===== config.mk =====
export PLATFORM = sky130hd
export DESIGN_NAME = cpf_config_protect_fault_log
export DESIGN_NICKNAME = d
export VERILOG_FILES = /design/src/rtl/cpf_pkg.sv /design/src/rtl/cpf_config_protect_fault_log.sv
export SDC_FILE = /design/constraint.sdc
export NUM_CORES = 1
export LEC_CHECK = 0
export ABC_AREA = 1
export BUFFER_PORTS_ARGS = -buffer_cell sky130_fd_sc_hd__buf_4
export CORE_UTILIZATION = 54
export DETAILED_ROUTE_END_ITERATION = 10
export MAX_ROUTING_LAYER = met4
export PLACE_DENSITY = 0.79
export RECOVER_POWER = 100
export SYNTH_ARGS = -nofsm -noshare
export SYNTH_HDL_FRONTEND = slang
export SYNTH_SLANG_ARGS = --single-unit

===== constraint.sdc =====
create_clock -name clock -period 8.2 [get_ports clock]
set_input_delay 0.82 -clock clock [delete_from_list [all_inputs] [get_ports clock]]
set_output_delay 0.82 -clock clock [all_outputs]
set_load 0.01 [all_outputs]

===== src/rtl/cpf_pkg.sv =====
// Constants and types for the configuration loader, protection and fault log.
// Assumes a 100 MHz core clock and a two-wire serial host on the slave pins.
package cpf_pkg;

    ////////////////////////////////////////////////////////////////////////////
    // Register offsets on the serial bus
    localparam logic [7:0] REG_WR_BLOCK_MASK = 8'h43;
    localparam logic [7:0] REG_CFG_LOCK = 8'h45;
    localparam logic [7:0] REG_FAULT_PRIMARY = 8'h60;
    localparam logic [7:0] REG_FAULT_SECONDARY = 8'h61;
    localparam logic [7:0] REG_FAULT_TIMER = 8'h62;
    // Offset bit that selects the nonvolatile copy of a config register
    localparam logic [7:0] NV_SELECT = 8'h80;
    // User nonvolatile page: offsets 0xa0..0xaf
    localparam logic [3:0] USER_NV_PAGE = 4'ha;
    localparam int USER_NV_DEPTH = 16;

    ////////////////////////////////////////////////////////////////////////////
    // Field positions
    localparam int LOCK_BIT = 0;
    localparam int TIMER_ONE_BIT = 0;
    localparam int TIMER_TWO_BIT = 1;
    localparam int GPI_LSB = 2;
    localparam int MR_BIT = 6;

    ////////////////////////////////////////////////////////////////////////////
    // Reset values and factory nonvolatile contents
    localparam logic [7:0] RST_WR_BLOCK_MASK = 8'h00;
    localparam logic [7:0] RST_CFG_LOCK = 8'h00;
    localparam logic [7:0] NV_INIT_MASK = 8'h00;
    localparam logic [7:0] NV_INIT_LOCK = 8'h00;
    localparam logic [7:0] FIRST_READ_VALUE = 8'h00;
    // Serial slave address, value arbitrary
    localparam logic [6:0] DEV_ADDR = 7'h2a;

    ////////////////////////////////////////////////////////////////////////////
    // Timing: config write takes effect within 5 us
    localparam int CLK_PERIOD_NS = 10;
    localparam int APPLY_TIME_NS = 5000;
    localparam logic [8:0] APPLY_CYCLES = 9'(APPLY_TIME_NS / CLK_PERIOD_NS);

    typedef enum logic [2:0] {
        ST_IDLE,
        ST_ADDR,
        ST_REG,
        ST_WDATA,
        ST_RDATA,
        ST_MACK
    } cpf_slave_state_t;

endpackage


===== src/rtl/cpf_config_protect_fault_log.sv =====
// Configuration download, config lock, user write protect and fault flag log
// behind a two-wire serial slave.
// Assumes reset is the release of the supply lockout, pins are asynchronous,
// and timer and dependency inputs come from logic on the same clock.
// Functional notes
// - Lock register bit 0: 0 unlocked, 1 locked; other bits unused.
// - While locked, reject config register and config NV writes, except lock.
// - Mask bit n set blocks user NV writes while output n+1 asserted.
// - After lockout release, copy config NV into volatile registers.
// - Outputs take programmed states only after the download completes.
// - Any serial transaction before download completion is not acknowledged.
// - Fault register 0x60 bits 5:0 flag primary undervoltage; 7:6 unused.
// - Fault register 0x61 bits 5:0 flag secondary threshold violations.
// - Fault register 0x62: timers bits 1:0, inputs 5:2, manual reset 6.
// - Timer input must toggle in time, else dependent outputs assert.
// - Output depending on a general input stays asserted while input active.
// - Config register write takes effect within 5 us.
// - Config NV writes reach volatile registers only after reboot or power.
// - Any fault register read clears all fault flags.
// - Fault registers read-only, volatile; first read after power-up invalid.
// - Every manual reset assertion is logged in the fault register.
// - Timer fault on a general input sets timer bit and input bit.
`timescale 1ns/1ps
module cpf_config_protect_fault_log (
    input wire logic clock,
    input wire logic reset,
    input wire logic scl_pin,
    input wire logic sda_in,
    output logic sda_out,
    output logic sda_oe,
    input wire logic manual_reset_input_n,
    input wire logic [3:0] general_logic_input,
    input wire logic [5:0] primary_uv_in,
    input wire logic [5:0] secondary_fault_in,
    input wire logic [1:0] timer_expired,
    input wire logic [1:0] timer_uses_gpi,
    input wire logic [1:0] timer_one_gpi_sel,
    input wire logic [1:0] timer_two_gpi_sel,
    input wire logic [7:0] seq_condition,
    input wire logic [7:0] timer_one_dep,
    input wire logic [7:0] timer_two_dep,
    input wire logic [31:0] seq_gpi_dep,
    input wire logic soft_reboot,
    output logic [7:0] sequenced_output,
    output logic config_done,
    output logic config_locked
);

    function automatic logic [3:0] gpi_onehot(input logic [1:0] sel);
        gpi_onehot = 4'h1 << sel;
    endfunction

    ////////////////////////////////////////////////////////////////////////////
    // Pin synchronisers; edge detect compares the second stage with a delayed copy of it
    logic [18:0] sync1_ff, sync2_ff;
    logic scl_d_ff, sda_d_ff;
    always_ff @(posedge clock or posedge reset) begin
        if (reset) begin
            sync1_ff <= 19'h7_0000;
            sync2_ff <= 19'h7_0000;
            scl_d_ff <= 1'b1;
            sda_d_ff <= 1'b1;
        end else begin
            sync1_ff <= {scl_pin, sda_in, manual_reset_input_n, general_logic_input,
                         primary_uv_in, secondary_fault_in};
            sync2_ff <= sync1_ff;
            scl_d_ff <= sync2_ff[18];
            sda_d_ff <= sync2_ff[17];
        end
    end

    wire scl_s = sync2_ff[18];
    wire sda_s = sync2_ff[17];
    wire mr_act = ~sync2_ff[16];
    wire [3:0] gpi_s = sync2_ff[15:12];
    wire [5:0] pri_s = sync2_ff[11:6];
    wire [5:0] sec_s = sync2_ff[5:0];
    wire scl_rise = scl_s & ~scl_d_ff;
    wire scl_fall = ~scl_s & scl_d_ff;
    wire bus_start = scl_s & scl_d_ff & ~sda_s & sda_d_ff;
    wire bus_stop = scl_s & scl_d_ff & sda_s & ~sda_d_ff;

    ////////////////////////////////////////////////////////////////////////////
    // Serial slave state
    cpf_pkg::cpf_slave_state_t state_ff, nxt_state;
    logic [3:0] cnt_ff, nxt_cnt;
    logic [7:0] shift_ff, nxt_shift, ptr_ff, nxt_ptr;
    logic ack_ph_ff, nxt_ack_ph, sda_oe_ff, nxt_oe, sda_out_ff;
    logic [7:0] rd_data;

    // Configuration and memory state
    logic dl_done_ff, dl_idx_ff;
    logic [7:0] nv_mask_ff, nv_lock_ff, wr_block_mask_ff, mask_act_ff, cfg_lock_ff;
    logic [8:0] apply_cnt_ff;
    logic apply_pend_ff;
    logic [cpf_pkg::USER_NV_DEPTH-1:0][7:0] user_nv_ff;
    logic [5:0] fault_pri_ff, fault_sec_ff;
    logic [6:0] fault_tmr_ff;
    logic first_read_ff;
    logic [7:0] seq_out_ff, nxt_seq_out, gpi_hit;

    ////////////////////////////////////////////////////////////////////////////
    // Byte strobes and write decode
    wire addr_hit = (shift_ff[7:1] == cpf_pkg::DEV_ADDR) & dl_done_ff;
    wire wr_stb = scl_fall & (state_ff == cpf_pkg::ST_WDATA) & ~ack_ph_ff & (cnt_ff == 4'h8);
    wire rd_load = scl_fall & (state_ff == cpf_pkg::ST_RDATA) & (cnt_ff == 4'h0);
    wire locked = cfg_lock_ff[cpf_pkg::LOCK_BIT];
    wire user_block = |(mask_act_ff & seq_out_ff);
    wire wr_mask = wr_stb & (ptr_ff == cpf_pkg::REG_WR_BLOCK_MASK) & ~locked;
    wire wr_lock = wr_stb & (ptr_ff == cpf_pkg::REG_CFG_LOCK);
    wire wr_nv_mask = wr_stb & (ptr_ff == (cpf_pkg::REG_WR_BLOCK_MASK | cpf_pkg::NV_SELECT))
                      & ~locked;
    wire wr_nv_lock = wr_stb & (ptr_ff == (cpf_pkg::REG_CFG_LOCK | cpf_pkg::NV_SELECT));
    wire wr_user = wr_stb & (ptr_ff[7:4] == cpf_pkg::USER_NV_PAGE) & ~user_block;
    wire fault_sel = (ptr_ff == cpf_pkg::REG_FAULT_PRIMARY)
                     | (ptr_ff == cpf_pkg::REG_FAULT_SECONDARY)
                     | (ptr_ff == cpf_pkg::REG_FAULT_TIMER);
    wire fault_rd = rd_load & fault_sel;

    // Read mux; fault registers have no write path at all
    always_comb begin
        if (ptr_ff == cpf_pkg::REG_WR_BLOCK_MASK) begin
            rd_data = wr_block_mask_ff;
        end else if (ptr_ff == cpf_pkg::REG_CFG_LOCK) begin
            rd_data = {7'h00, cfg_lock_ff[cpf_pkg::LOCK_BIT]};
        end else if (ptr_ff == (cpf_pkg::REG_WR_BLOCK_MASK | cpf_pkg::NV_SELECT)) begin
            rd_data = nv_mask_ff;
        end else if (ptr_ff == (cpf_pkg::REG_CFG_LOCK | cpf_pkg::NV_SELECT)) begin
            rd_data = nv_lock_ff;
        end else if (fault_sel & ~first_read_ff) begin
            rd_data = cpf_pkg::FIRST_READ_VALUE;
        end else if (ptr_ff == cpf_pkg::REG_FAULT_PRIMARY) begin
            rd_data = {2'h0, fault_pri_ff};
        end else if (ptr_ff == cpf_pkg::REG_FAULT_SECONDARY) begin
            rd_data = {2'h0, fault_sec_ff};
        end else if (ptr_ff == cpf_pkg::REG_FAULT_TIMER) begin
            rd_data = {1'b0, fault_tmr_ff};
        end else if (ptr_ff[7:4] == cpf_pkg::USER_NV_PAGE) begin
            rd_data = user_nv_ff[ptr_ff[3:0]];
        end else begin
            rd_data = 8'h00;
        end
    end

    ////////////////////////////////////////////////////////////////////////////
    // Slave sequencing: data sampled on SCL rise, driven after SCL fall
    always_comb begin
        nxt_state = state_ff;
        nxt_cnt = cnt_ff;
        nxt_shift = shift_ff;
        nxt_ptr = ptr_ff;
        nxt_ack_ph = ack_ph_ff;
        nxt_oe = sda_oe_ff;
        if (bus_start) begin
            nxt_state = cpf_pkg::ST_ADDR;
            nxt_cnt = 4'h0;
            nxt_ack_ph = 1'b0;
            nxt_oe = 1'b0;
        end else if (bus_stop) begin
            nxt_state = cpf_pkg::ST_IDLE;
            nxt_ack_ph = 1'b0;
            nxt_oe = 1'b0;
        end else if (scl_rise) begin
            if (state_ff == cpf_pkg::ST_MACK) begin
                nxt_state = sda_s ? cpf_pkg::ST_IDLE : cpf_pkg::ST_RDATA;
                nxt_ptr = ptr_ff + 8'h01;
                nxt_cnt = 4'h0;
            end else if (state_ff != cpf_pkg::ST_IDLE && state_ff != cpf_pkg::ST_RDATA
                         && !ack_ph_ff) begin
                nxt_shift = {shift_ff[6:0], sda_s};
                nxt_cnt = cnt_ff + 4'h1;
            end
        end else if (scl_fall) begin
            if (state_ff == cpf_pkg::ST_RDATA) begin
                nxt_ack_ph = 1'b0;
                if (cnt_ff == 4'h0) begin
                    nxt_oe = ~rd_data[7];
                    nxt_shift = {rd_data[6:0], 1'b0};
                    nxt_cnt = 4'h1;
                end else if (cnt_ff == 4'h8) begin
                    nxt_oe = 1'b0;
                    nxt_state = cpf_pkg::ST_MACK;
                    nxt_cnt = 4'h0;
                end else begin
                    nxt_oe = ~shift_ff[7];
                    nxt_shift = {shift_ff[6:0], 1'b0};
                    nxt_cnt = cnt_ff + 4'h1;
                end
            end else if (ack_ph_ff) begin
                nxt_ack_ph = 1'b0;
                nxt_oe = 1'b0;
            end else if (cnt_ff == 4'h8) begin
                nxt_cnt = 4'h0;
                nxt_ack_ph = 1'b1;
                nxt_oe = 1'b1;
                case (state_ff)
                    cpf_pkg::ST_ADDR: begin
                        if (!addr_hit) begin
                            nxt_ack_ph = 1'b0;
                            nxt_oe = 1'b0;
                            nxt_state = cpf_pkg::ST_IDLE;
                        end else if (shift_ff[0]) begin
                            nxt_state = cpf_pkg::ST_RDATA;
                        end else begin
                            nxt_state = cpf_pkg::ST_REG;
                        end
                    end
                    cpf_pkg::ST_REG: begin
                        nxt_ptr = shift_ff;
                        nxt_state = cpf_pkg::ST_WDATA;
                    end
                    default: begin
                        nxt_ptr = ptr_ff + 8'h01;
                    end
                endcase
            end
        end
    end

    always_ff @(posedge clock or posedge reset) begin
        if (reset) begin
            state_ff <= cpf_pkg::ST_IDLE;
            cnt_ff <= 4'h0;
            shift_ff <= 8'h00;
            ptr_ff <= 8'h00;
            ack_ph_ff <= 1'b0;
            sda_oe_ff <= 1'b0;
            sda_out_ff <= 1'b0;
        end else begin
            state_ff <= nxt_state;
            cnt_ff <= nxt_cnt;
            shift_ff <= nxt_shift;
            ptr_ff <= nxt_ptr;
            ack_ph_ff <= nxt_ack_ph;
            sda_oe_ff <= nxt_oe;
            sda_out_ff <= 1'b0;
        end
    end

    ////////////////////////////////////////////////////////////////////////////
    // Download from NV at lockout release or soft reboot; register edits wait for it
    always_ff @(posedge clock or posedge reset) begin
        if (reset) begin
            dl_done_ff <= 1'b0;
            dl_idx_ff <= 1'b0;
            wr_block_mask_ff <= cpf_pkg::RST_WR_BLOCK_MASK;
            cfg_lock_ff <= cpf_pkg::RST_CFG_LOCK;
        end else if (soft_reboot) begin
            dl_done_ff <= 1'b0;
            dl_idx_ff <= 1'b0;
        end else if (!dl_done_ff) begin
            dl_idx_ff <= ~dl_idx_ff;
            dl_done_ff <= dl_idx_ff;
            if (!dl_idx_ff) begin
                wr_block_mask_ff <= nv_mask_ff;
            end else begin
                cfg_lock_ff <= {7'h00, nv_lock_ff[cpf_pkg::LOCK_BIT]};
            end
        end else begin
            if (wr_mask) begin
                wr_block_mask_ff <= shift_ff;
            end
            if (wr_lock) begin
                cfg_lock_ff <= {7'h00, shift_ff[cpf_pkg::LOCK_BIT]};
            end
        end
    end

    // NV store; only host writes change it, download never does
    always_ff @(posedge clock or posedge reset) begin
        if (reset) begin
            nv_mask_ff <= cpf_pkg::NV_INIT_MASK;
            nv_lock_ff <= cpf_pkg::NV_INIT_LOCK;
            user_nv_ff <= '0;
        end else begin
            if (wr_nv_mask) begin
                nv_mask_ff <= shift_ff;
            end
            if (wr_nv_lock) begin
                nv_lock_ff <= shift_ff;
            end
            if (wr_user) begin
                user_nv_ff[ptr_ff[3:0]] <= shift_ff;
            end
        end
    end

    // Mask reaches the protect logic after a bounded settle time
    always_ff @(posedge clock or posedge reset) begin
        if (reset) begin
            mask_act_ff <= cpf_pkg::RST_WR_BLOCK_MASK;
            apply_cnt_ff <= 9'h000;
            apply_pend_ff <= 1'b0;
        end else if (wr_mask || !dl_done_ff) begin
            apply_cnt_ff <= 9'h000;
            apply_pend_ff <= 1'b1;
        end else if (apply_pend_ff) begin
            apply_cnt_ff <= apply_cnt_ff + 9'h001;
            if (apply_cnt_ff == cpf_pkg::APPLY_CYCLES - 9'h001) begin
                mask_act_ff <= wr_block_mask_ff;
                apply_pend_ff <= 1'b0;
            end
        end
    end

    ////////////////////////////////////////////////////////////////////////////
    // Fault flags: events set, any fault read clears, set wins
    wire [3:0] tmr_gpi = (timer_expired[0] & timer_uses_gpi[0] ? gpi_onehot(timer_one_gpi_sel)
                         : 4'h0) | (timer_expired[1] & timer_uses_gpi[1]
                         ? gpi_onehot(timer_two_gpi_sel) : 4'h0);
    wire [6:0] ev_tmr = {mr_act, gpi_s | tmr_gpi, timer_expired};

    always_ff @(posedge clock or posedge reset) begin
        if (reset) begin
            fault_pri_ff <= 6'h00;
            fault_sec_ff <= 6'h00;
            fault_tmr_ff <= 7'h00;
            first_read_ff <= 1'b0;
        end else begin
            fault_pri_ff <= (fault_rd ? 6'h00 : fault_pri_ff) | pri_s;
            fault_sec_ff <= (fault_rd ? 6'h00 : fault_sec_ff) | sec_s;
            fault_tmr_ff <= (fault_rd ? 7'h00 : fault_tmr_ff) | ev_tmr;
            first_read_ff <= first_read_ff | fault_rd;
        end
    end

    ////////////////////////////////////////////////////////////////////////////
    // Sequenced outputs held off until the download has finished
    always_comb begin
        for (int n = 0; n < 8; n++) begin
            gpi_hit[n] = |(gpi_s & seq_gpi_dep[4*n +: 4]);
        end
        nxt_seq_out = seq_condition | gpi_hit
                      | (timer_one_dep & {8{timer_expired[0]}})
                      | (timer_two_dep & {8{timer_expired[1]}});
        if (!dl_done_ff) begin
            nxt_seq_out = 8'h00;
        end
    end

    always_ff @(posedge clock or posedge reset) begin
        if (reset) begin
            seq_out_ff <= 8'h00;
        end else begin
            seq_out_ff <= nxt_seq_out;
        end
    end

    assign sequenced_output = seq_out_ff;
    assign config_done = dl_done_ff;
    assign config_locked = cfg_lock_ff[cpf_pkg::LOCK_BIT];
    assign sda_oe = sda_oe_ff;
    assign sda_out = sda_out_ff;

    ////////////////////////////////////////////////////////////////////////////
    // Checks
    localparam int APPLY_MAX = 501;
endmodule


==> impl_metrics.yaml, run 1 <==
sta:
  finalSetupViolations: 0
  worst_slew_pin_slew_ns: 4.63
  fin_crit_sh: 0.604
  fin_crit_ns: 4.95
  holdWs_ns: 0.347
  tns_ns: 0
  finalWorstSetupSlack_ns: 3.25
  hold_viol_final: 0
  drv_slew: 146
  max_freq_mhz: 202
  max_slew_margin: -2.10
  rsz0062_at_grt: "no"
  finalClockSkew_ns: 0.0105
clock_tree:
  cts-hold-fix-buffers: 0
  root_buffer: "clkbuf_16"
  cts_sinks: 266
  htreeDepth: 1
  clk_latency_ns: 0.55
  clkSlewWorstSetupHoldPaths_ns: 0.06
  cts_made_buffers: 28
  cts_tree: "built"
  cts_resized: 0
  cts_max_path_buffers: 3
  post_cts_buffers: 0
grt:
  antenna_found_initial: 0
  grt_max_degree: 160
  grt_pass1_vias: 9963
  track_usage: 0.283
  grt_pass1_wl_microns: 51700
  overflow: 0
final_layout:
  drive_gt1_frac: 0.0974
  area_delta_synth_final_pct: 14.0
  diodes: 0
  final_util: 0.633
  n_fill_cell: 1828
  layout.nets: 1614
yosys:
  ys_top_cells_by_count: "385 x nand2_1, 267 x o21ai_0, 258 x dfrtp_1, 134 x nor2_1, 115 x inv_1"
  synth_top_cell_area_share: 0.528
  synth-edff-count: 0
  synth.net_count: 1555
  synth_area_leaders: "dfrtp_1 53%, nand2_1 12%, o21ai_0 11%, nor2_1 4.1%, inv_1 3.5%"
  yosysMostFrequentCell: "nand2_1"
  synth_top_cell_by_area: "dfrtp_1"
  synthCells: 1459
  synthFlopType: "dfrtp_1"
  syn_area_sq_mm: 0.0122
  yosysSeqAreaShare: 0.546
  async_reset_ff_frac: 1.00
  yosysWarningCount: 0
  synth_cell_type_count: 47
  ys_ff_latch: 266
  avgSynthCellArea_sq_um: 8.37
worst_setup_path:
  critPathRequiredTime_ns: 8.66
  worstSetupPathType: "reg2reg"
  worstSetupEndpointType: "flip-flop"
  rrSetupSlack_ns: 3.25
  start_kind: "flip-flop"
  arrival_ns: 5.41
  path_max_fanout: 37
  rr_worst_depth: 10
status:
  violations: "capacitance limit, slew limit"
  outcome: "complete, but fails checks"
pwr:
  power_frac_seq: 0.379
  pwr_density_cell_mw_per_mm2: 276
  leakagePower_nw: 6.54
  p_sw_frac: 0.348
  p_total_mw: 3.84
  p_sw_mw: 1.34
  power.internal_mw: 2.50
  peakVddDrop_uv: 227
  power.share.clock: 0.362
  power_frac_comb: 0.259
floorplanning:
  start_util: 0.555
  rows: 54
  die_y_microns: 152
  dieArea_sq_mm: 0.0232
  core_area_sq_mm: 0.0220
  ios: 98
  die_w_microns: 152
drt:
  ant_nets: 0
  viasPerCell: 5.70
  drt-initial-drc-count: 1064
  wl_microns: 31400
  num_vias: 10400
  detail_route.wl_per_cell_microns: 17.3
  firstDrtPassIters: 7
  drc: 0
min_path:
  whs_path_depth: 0
  hp-class: "reg2reg"
placed_design:
  io_buffers: 96
  hpwl_microns: 20600
  place_ws_ns: 4.77
  place_congestion: 0.901
flow_run:
  cap_violations: 2
-- critical path, cell delays in order, from the launching register on --
cell and delay (ns):
dfrtp_1 0.32, clkbuf_1 1.33, ha_1 0.45, nand2_1 0.11, nor2_1 0.17, nand2_1 0.26, o31ai_1 0.94, inv_1 0.21
nor2_1 0.74, o211ai_1 0.19, o21ai_0 0.14
-- registers in the layout, indices dropped and copies added (netlist names), 9 cells and up --
register	count
sync1_ff	19
sync2_ff	19
apply_cnt_ff	9
user_nv_ff	128
-- stage by stage --
| step | cell area [sq um] | std cells |
|---|---|---|
| after global placement | 13100 | 1768 |
| after global routing | 13900 | 1820 |
| final | 13900 | 1820 |
| after CTS | 14100 | 1820 |
| after floorplan | 12200 | 1459 |
| after detailed placement | 13100 | 1768 |
-- cells in the final DEF, fill, tap and decap left out, types with 4 or more instances in the layout --
cell type | netlist | layout
buf_4 | 2 | 68
dfstp_2 | 8 | 6
o211ai_1 | 6 | 6
clkinv_2 | 0 | 4
dfrtp_1 | 258 | 257
a31oi_1 | 10 | 10
o21ai_0 | 267 | 270
nand2_1 | 385 | 391
inv_1 | 115 | 114
nand4_1 | 20 | 20
nand3_1 | 37 | 41
a41oi_1 | 6 | 6
a21oi_1 | 41 | 41
o21bai_1 | 11 | 11
nor2_1 | 134 | 135
a21o_1 | 6 | 6
o311ai_0 | 4 | 4
clkbuf_4 | 0 | 20
clkbuf_16 | 0 | 29
clkinvlp_4 | 0 | 5
o22ai_1 | 16 | 16
clkinv_4 | 0 | 4
a22o_1 | 7 | 7
ha_1 | 10 | 10
nor3_1 | 6 | 7
bufinv_16 | 0 | 6
clkbuf_1 | 52 | 16
-- power groups by stage --
stage / clock network [mW] / registers [mW] / logic [mW]
floorplan: 0 / 1.46 / 0.683
global placement: 0 / 1.48 / 0.982
detailed placement: 0 / 1.48 / 0.994
CTS: 1.41 / 1.46 / 1.00
global route: 1.45 / 1.47 / 1.11
finish: 1.39 / 1.46 / 0.995
-- final timing paths --
check / startpoint / to
min: sync1_ff[0]$_DFF_PP0_ / sync2_ff[0]$_DFF_PP0_
max: ptr_ff[1]$_DFFE_PP0P_ / wr_block_mask_ff[5]$_DFFE_PP0P_
min reg2reg: sync1_ff[0]$_DFF_PP0_ / sync2_ff[0]$_DFF_PP0_
max in group asynchronous: reset / ptr_ff[0]$_DFFE_PP0P_
min in group asynchronous: reset / user_nv_ff[33]$_DFFE_PP0P_
max reg2reg: ptr_ff[1]$_DFFE_PP0P_ / wr_block_mask_ff[5]$_DFFE_PP0P_
-- layout make-up --
class	instances	area, sq um	share of cell area
inverter	115	433	0.0311
multi-input combinational	1004	4720	0.339
sequential	266	6670	0.479
clock inverter	20	282	0.0202
timing repair buffer	103	733	0.0526
clock buffer	32	747	0.0536
tap	280	350	0.0251
-- layer usage --
| layer | vias up | wire length, microns | GRT usage |
|---|---|---|---|
| met4 | 0 | 858 | 0.0827 |
| met2 | 370 | 14500 | 0.434 |
| met3 | 74 | 1940 | 0.0361 |
| met1 | 5007 | 14200 | 0.398 |
| li1 | 4930 | - | - |
| met5 | - | 0 | - |
-- kinds of logic (layout without fill, tap and decap cells) --
family	count (synthesis)	count (layout)	synth area share
AO/OA/AOI/OAI	387	387	0.175
XOR/XNOR	5	5	0.00359
adder cells (fa/ha/maj)	10	10	0.0102
buffers and inverters	189	270	0.0605
flip-flops	266	266	0.546
multiplexers	1	1	0.000819
other	1	1	0.000307
AND/OR/NAND/NOR	600	600	0.204
Power figures use the tool's default switching activity.
==> run 2, diff against run 1 <==
--- a/config.mk
+++ b/config.mk
@@ -5,12 +5,12 @@
 export SDC_FILE = /design/constraint.sdc
 export NUM_CORES = 1
 export LEC_CHECK = 0
-export ABC_AREA = 1
+export ABC_AREA = 0
 export BUFFER_PORTS_ARGS = -buffer_cell sky130_fd_sc_hd__buf_4
-export CORE_UTILIZATION = 54
+export CORE_UTILIZATION = 60
 export DETAILED_ROUTE_END_ITERATION = 10
 export MAX_ROUTING_LAYER = met4
-export PLACE_DENSITY = 0.79
+export PLACE_DENSITY = 0.83
 export RECOVER_POWER = 100
 export SYNTH_ARGS = -nofsm -noshare
 export SYNTH_HDL_FRONTEND = slang
==> constraint.sdc (replaced) <==
create_clock -name clock -period 4.6 [get_ports clock]
set_input_delay 0.46 -clock clock [delete_from_list [all_inputs] [get_ports clock]]
set_output_delay 0.46 -clock clock [all_outputs]
set_load 0.01 [all_outputs]
==> impl_metrics.yaml, run 2 <==
sta:
  worst_slew_pin_slew_ns: 2.37
  fin_crit_sh: 0.786
  rsz0062_at_grt: "no"
  tns_ns: 0
  fin_crit_ns: 3.61
  finalClockSkew_ns: 0.0181
  max_slew_margin: -0.582
  finalSetupViolations: 0
  drv_slew: 101
  max_freq_mhz: 277
  hold_viol_final: 0
grt:
  grt_max_degree: 167
  overflow: 0
  track_usage: 0.296
  grt_pass1_wl_microns: 48600
  antenna_found_initial: 0
  grt_pass1_vias: 9025
final_layout:
  n_fill_cell: 1472
  drive_gt1_frac: 0.289
  layout.nets: 1185
  largest_register: "user_nv_ff"
  diodes: 0
  final_cell_mix: "257 x dfrtp_1, 131 x mux2_2, 74 x buf_4, 65 x nand2_1, 56 x nor2_1"
  biggestRegsByFlops: "user_nv_ff: 128 flops, sync1_ff: 19 flops, sync2_ff: 19 flops"
  largest_reg_flops: 128
  final_common_cell: "dfrtp_1"
  area_delta_synth_final_pct: 11.8
yosys:
  synth_top_family_by_area: "multiplexers"
  synthFlopType: "dfrtp_1"
  synth_top_cell_by_area: "dfrtp_1"
  synthCells: 1021
  muxShareOfSynthArea: 0.209
  avgSynthCellArea_sq_um: 12.4
  yosysMostFrequentCell: "dfrtp_1"
  synth_area_leaders: "dfrtp_1 51%, mux2_2 12%, mux4_2 5.7%, a21oi_1 2.2%, mux2i_1 2.0%"
  synth_top_cell_area_share: 0.510
  synthAdderAreaFrac: 0.00989
  synth-edff-count: 0
  synth.net_count: 1117
  yosysSeqAreaShare: 0.527
  synthXorXnorAreaFrac: 0.00762
  ys_ff_latch: 266
  ys_top_cells_by_count: "258 x dfrtp_1, 133 x mux2_2, 65 x nand2_1, 55 x a21oi_1, 52 x nor2_1"
  syn_area_sq_mm: 0.0126
  yosysWarningCount: 0
  synth_cell_type_count: 78
  synth-simple-area-share: 0.107
  async_reset_ff_frac: 1.00
  synth_compound_area_frac: 0.108
drt:
  num_vias: 8822
  drc: 0
  ant_nets: 0
  detail_route.wl_per_cell_microns: 21.9
  drt-initial-drc-count: 704
  wl_microns: 30200
  viasPerCell: 6.40
  firstDrtPassIters: 6
pwr:
  power.internal_mw: 4.15
  leakagePower_nw: 6.45
  p_total_mw: 5.91
  power_frac_seq: 0.451
  power.share.clock: 0.378
  p_sw_mw: 1.76
  pwr_density_cell_mw_per_mm2: 418
  power_frac_comb: 0.172
  peakVddDrop_uv: 378
  p_sw_frac: 0.299
clock_tree:
  cts_made_buffers: 27
  clk_latency_ns: 0.55
  cts_sinks: 266
  clkSlewWorstSetupHoldPaths_ns: 0.06
  cts_resized: 0
  cts_max_path_buffers: 3
  cts_tree: "built"
  root_buffer: "clkbuf_16"
  post_cts_buffers: 0
  cts-hold-fix-buffers: 0
  htreeDepth: 1
worst_setup_path:
  arrival_ns: 4.05
  start_kind: "flip-flop"
  rrSetupSlack_ns: 0.99
  critPathRequiredTime_ns: 5.03
  worstSetupPathType: "reg2reg"
  r2r-start: "cnt_ff[0]$_DFFE_PP0P_"
  crit_chain: "inv_1, ha_1, and4bb_1, nand4_1, nor3_1, buf_4, nand2_1, nor2_1, mux2_2"
  worstSetupEndpointType: "flip-flop"
  path_max_fanout: 9
  slowest_delay_ns: 0.79
  setup.worst_path.end: "user_nv_ff[86]$_DFFE_PP0P_"
  cp_slowest_cell: "nor3_1"
  rr_worst_depth: 9
  startpoint: "cnt_ff[0]$_DFFE_PP0P_"
  r2r-end: "user_nv_ff[86]$_DFFE_PP0P_"
floorplanning:
  start_util: 0.619
  ios: 98
  core_area_sq_mm: 0.0204
  dieArea_sq_mm: 0.0217
  die_y_microns: 147
  die_w_microns: 147
  rows: 52
status:
  violations: "capacitance limit, slew limit"
  outcome: "complete, but fails checks"
placed_design:
  io_buffers: 96
  hpwl_microns: 19800
  place_congestion: 0.970
min_path:
  hp-class: "in2reg"
flow_run:
  cap_violations: 1
## run 2: cell types whose count changed after synthesis, moves of 12 or more
cell / change
o21ai_0: -232
a22oi_1: +12
mux4_2: +32
inv_1: -96
nor2_1: -82
mux2_2: +133
mux2_1: +15
mux2i_1: +24
nand3_1: -20
nand2_1: -320
a21oi_1: +14
## run 2: layout make-up
| type | count | area (sq um) | share of cell area |
|---|---|---|---|
| sequential | 266 | 6670 | 0.471 |
| multi-input combinational | 666 | 5370 | 0.380 |
| clock buffer | 41 | 808 | 0.0571 |
| timing repair buffer | 108 | 776 | 0.0548 |
| tap | 270 | 338 | 0.0239 |
| clock inverter | 8 | 108 | 0.00761 |
| inverter | 20 | 76.3 | 0.00540 |
## run 2: worst min-delay path by stage
stage | startpoint | to | slack (ns) | cells past startpoint
after CTS | primary_uv_in[1] | sync1_ff[7]$_DFF_PP0_ | 0.002 | 1
after detailed placement | sync1_ff[12]$_DFF_PP0_ | sync2_ff[12]$_DFF_PP0_ | 0.33 | 0
final | sda_in | sync1_ff[17]$_DFF_PP1_ | 0.02 | 1
after floorplan | sync1_ff[0]$_DFF_PP0_ | sync2_ff[0]$_DFF_PP0_ | 0.33 | 0
after global routing | sda_in | sync1_ff[17]$_DFF_PP1_ | 0.01 | 1
after global placement | sync1_ff[14]$_DFF_PP0_ | sync2_ff[14]$_DFF_PP0_ | 0.33 | 0
## run 2: metrics by stage
| stage | instances | worst slack [ns] | hold slack [ns] | utilization | area (sq um) |
|---|---|---|---|---|---|
| 6_report | 1379 | 0.985 | 0.0249 | 0.692 | 14100 |
| 5_1_grt | 1379 | 0.839 | 0.0103 | 0.692 | 14100 |
| 4_1_cts | 1379 | 1.40 | 0.00221 | 0.706 | 14400 |
| 3_5_place_dp | 1330 | 1.43 | 0.335 | 0.661 | 13500 |
| 3_3_place_gp | 1330 | 1.56 | 0.332 | 0.661 | 13500 |
| 2_1_floorplan | 1021 | 0.635 | 0.331 | - | 12700 |
## run 2: kinds of logic after synthesis
logic type               after synthesis
XOR/XNOR                              11
other                                  1
multiplexers                         205
adder cells (fa/ha/maj)               10
AND/OR/NAND/NOR                      232
buffers and inverters                 89
flip-flops                           266
AO/OA/AOI/OAI                        207
## run 2: power by group through the flow
stage                     clock network (mW)  logic [mW]  registers [mW]
final                                   2.23        1.02            2.66
after global routing                    2.35        1.09            2.68
after CTS                               2.26        1.09            2.66
after detailed placement                   0        1.08            2.70
after global placement                     0        1.06            2.69
after floorplan                            0       0.880            2.55
## run 2: per-layer routing
metal | wire length (microns) | part of all wire | track usage
met2 | 15000 | 0.49 | 0.481
met3 | 1860 | 0.061 | 0.0388
met5 | 0 | 0 | -
met4 | 766 | 0.025 | 0.0851
met1 | 12700 | 0.42 | 0.393
## run 2: worst max-delay path: cells and delay by family, from the launching register on
kind | cells | cell delay (ns)
simple gates | 5 | 2.06
flops | 1 | 0.42
mux | 1 | 0.42
buf+inv | 2 | 0.37
fa+ha+maj | 1 | 0.23
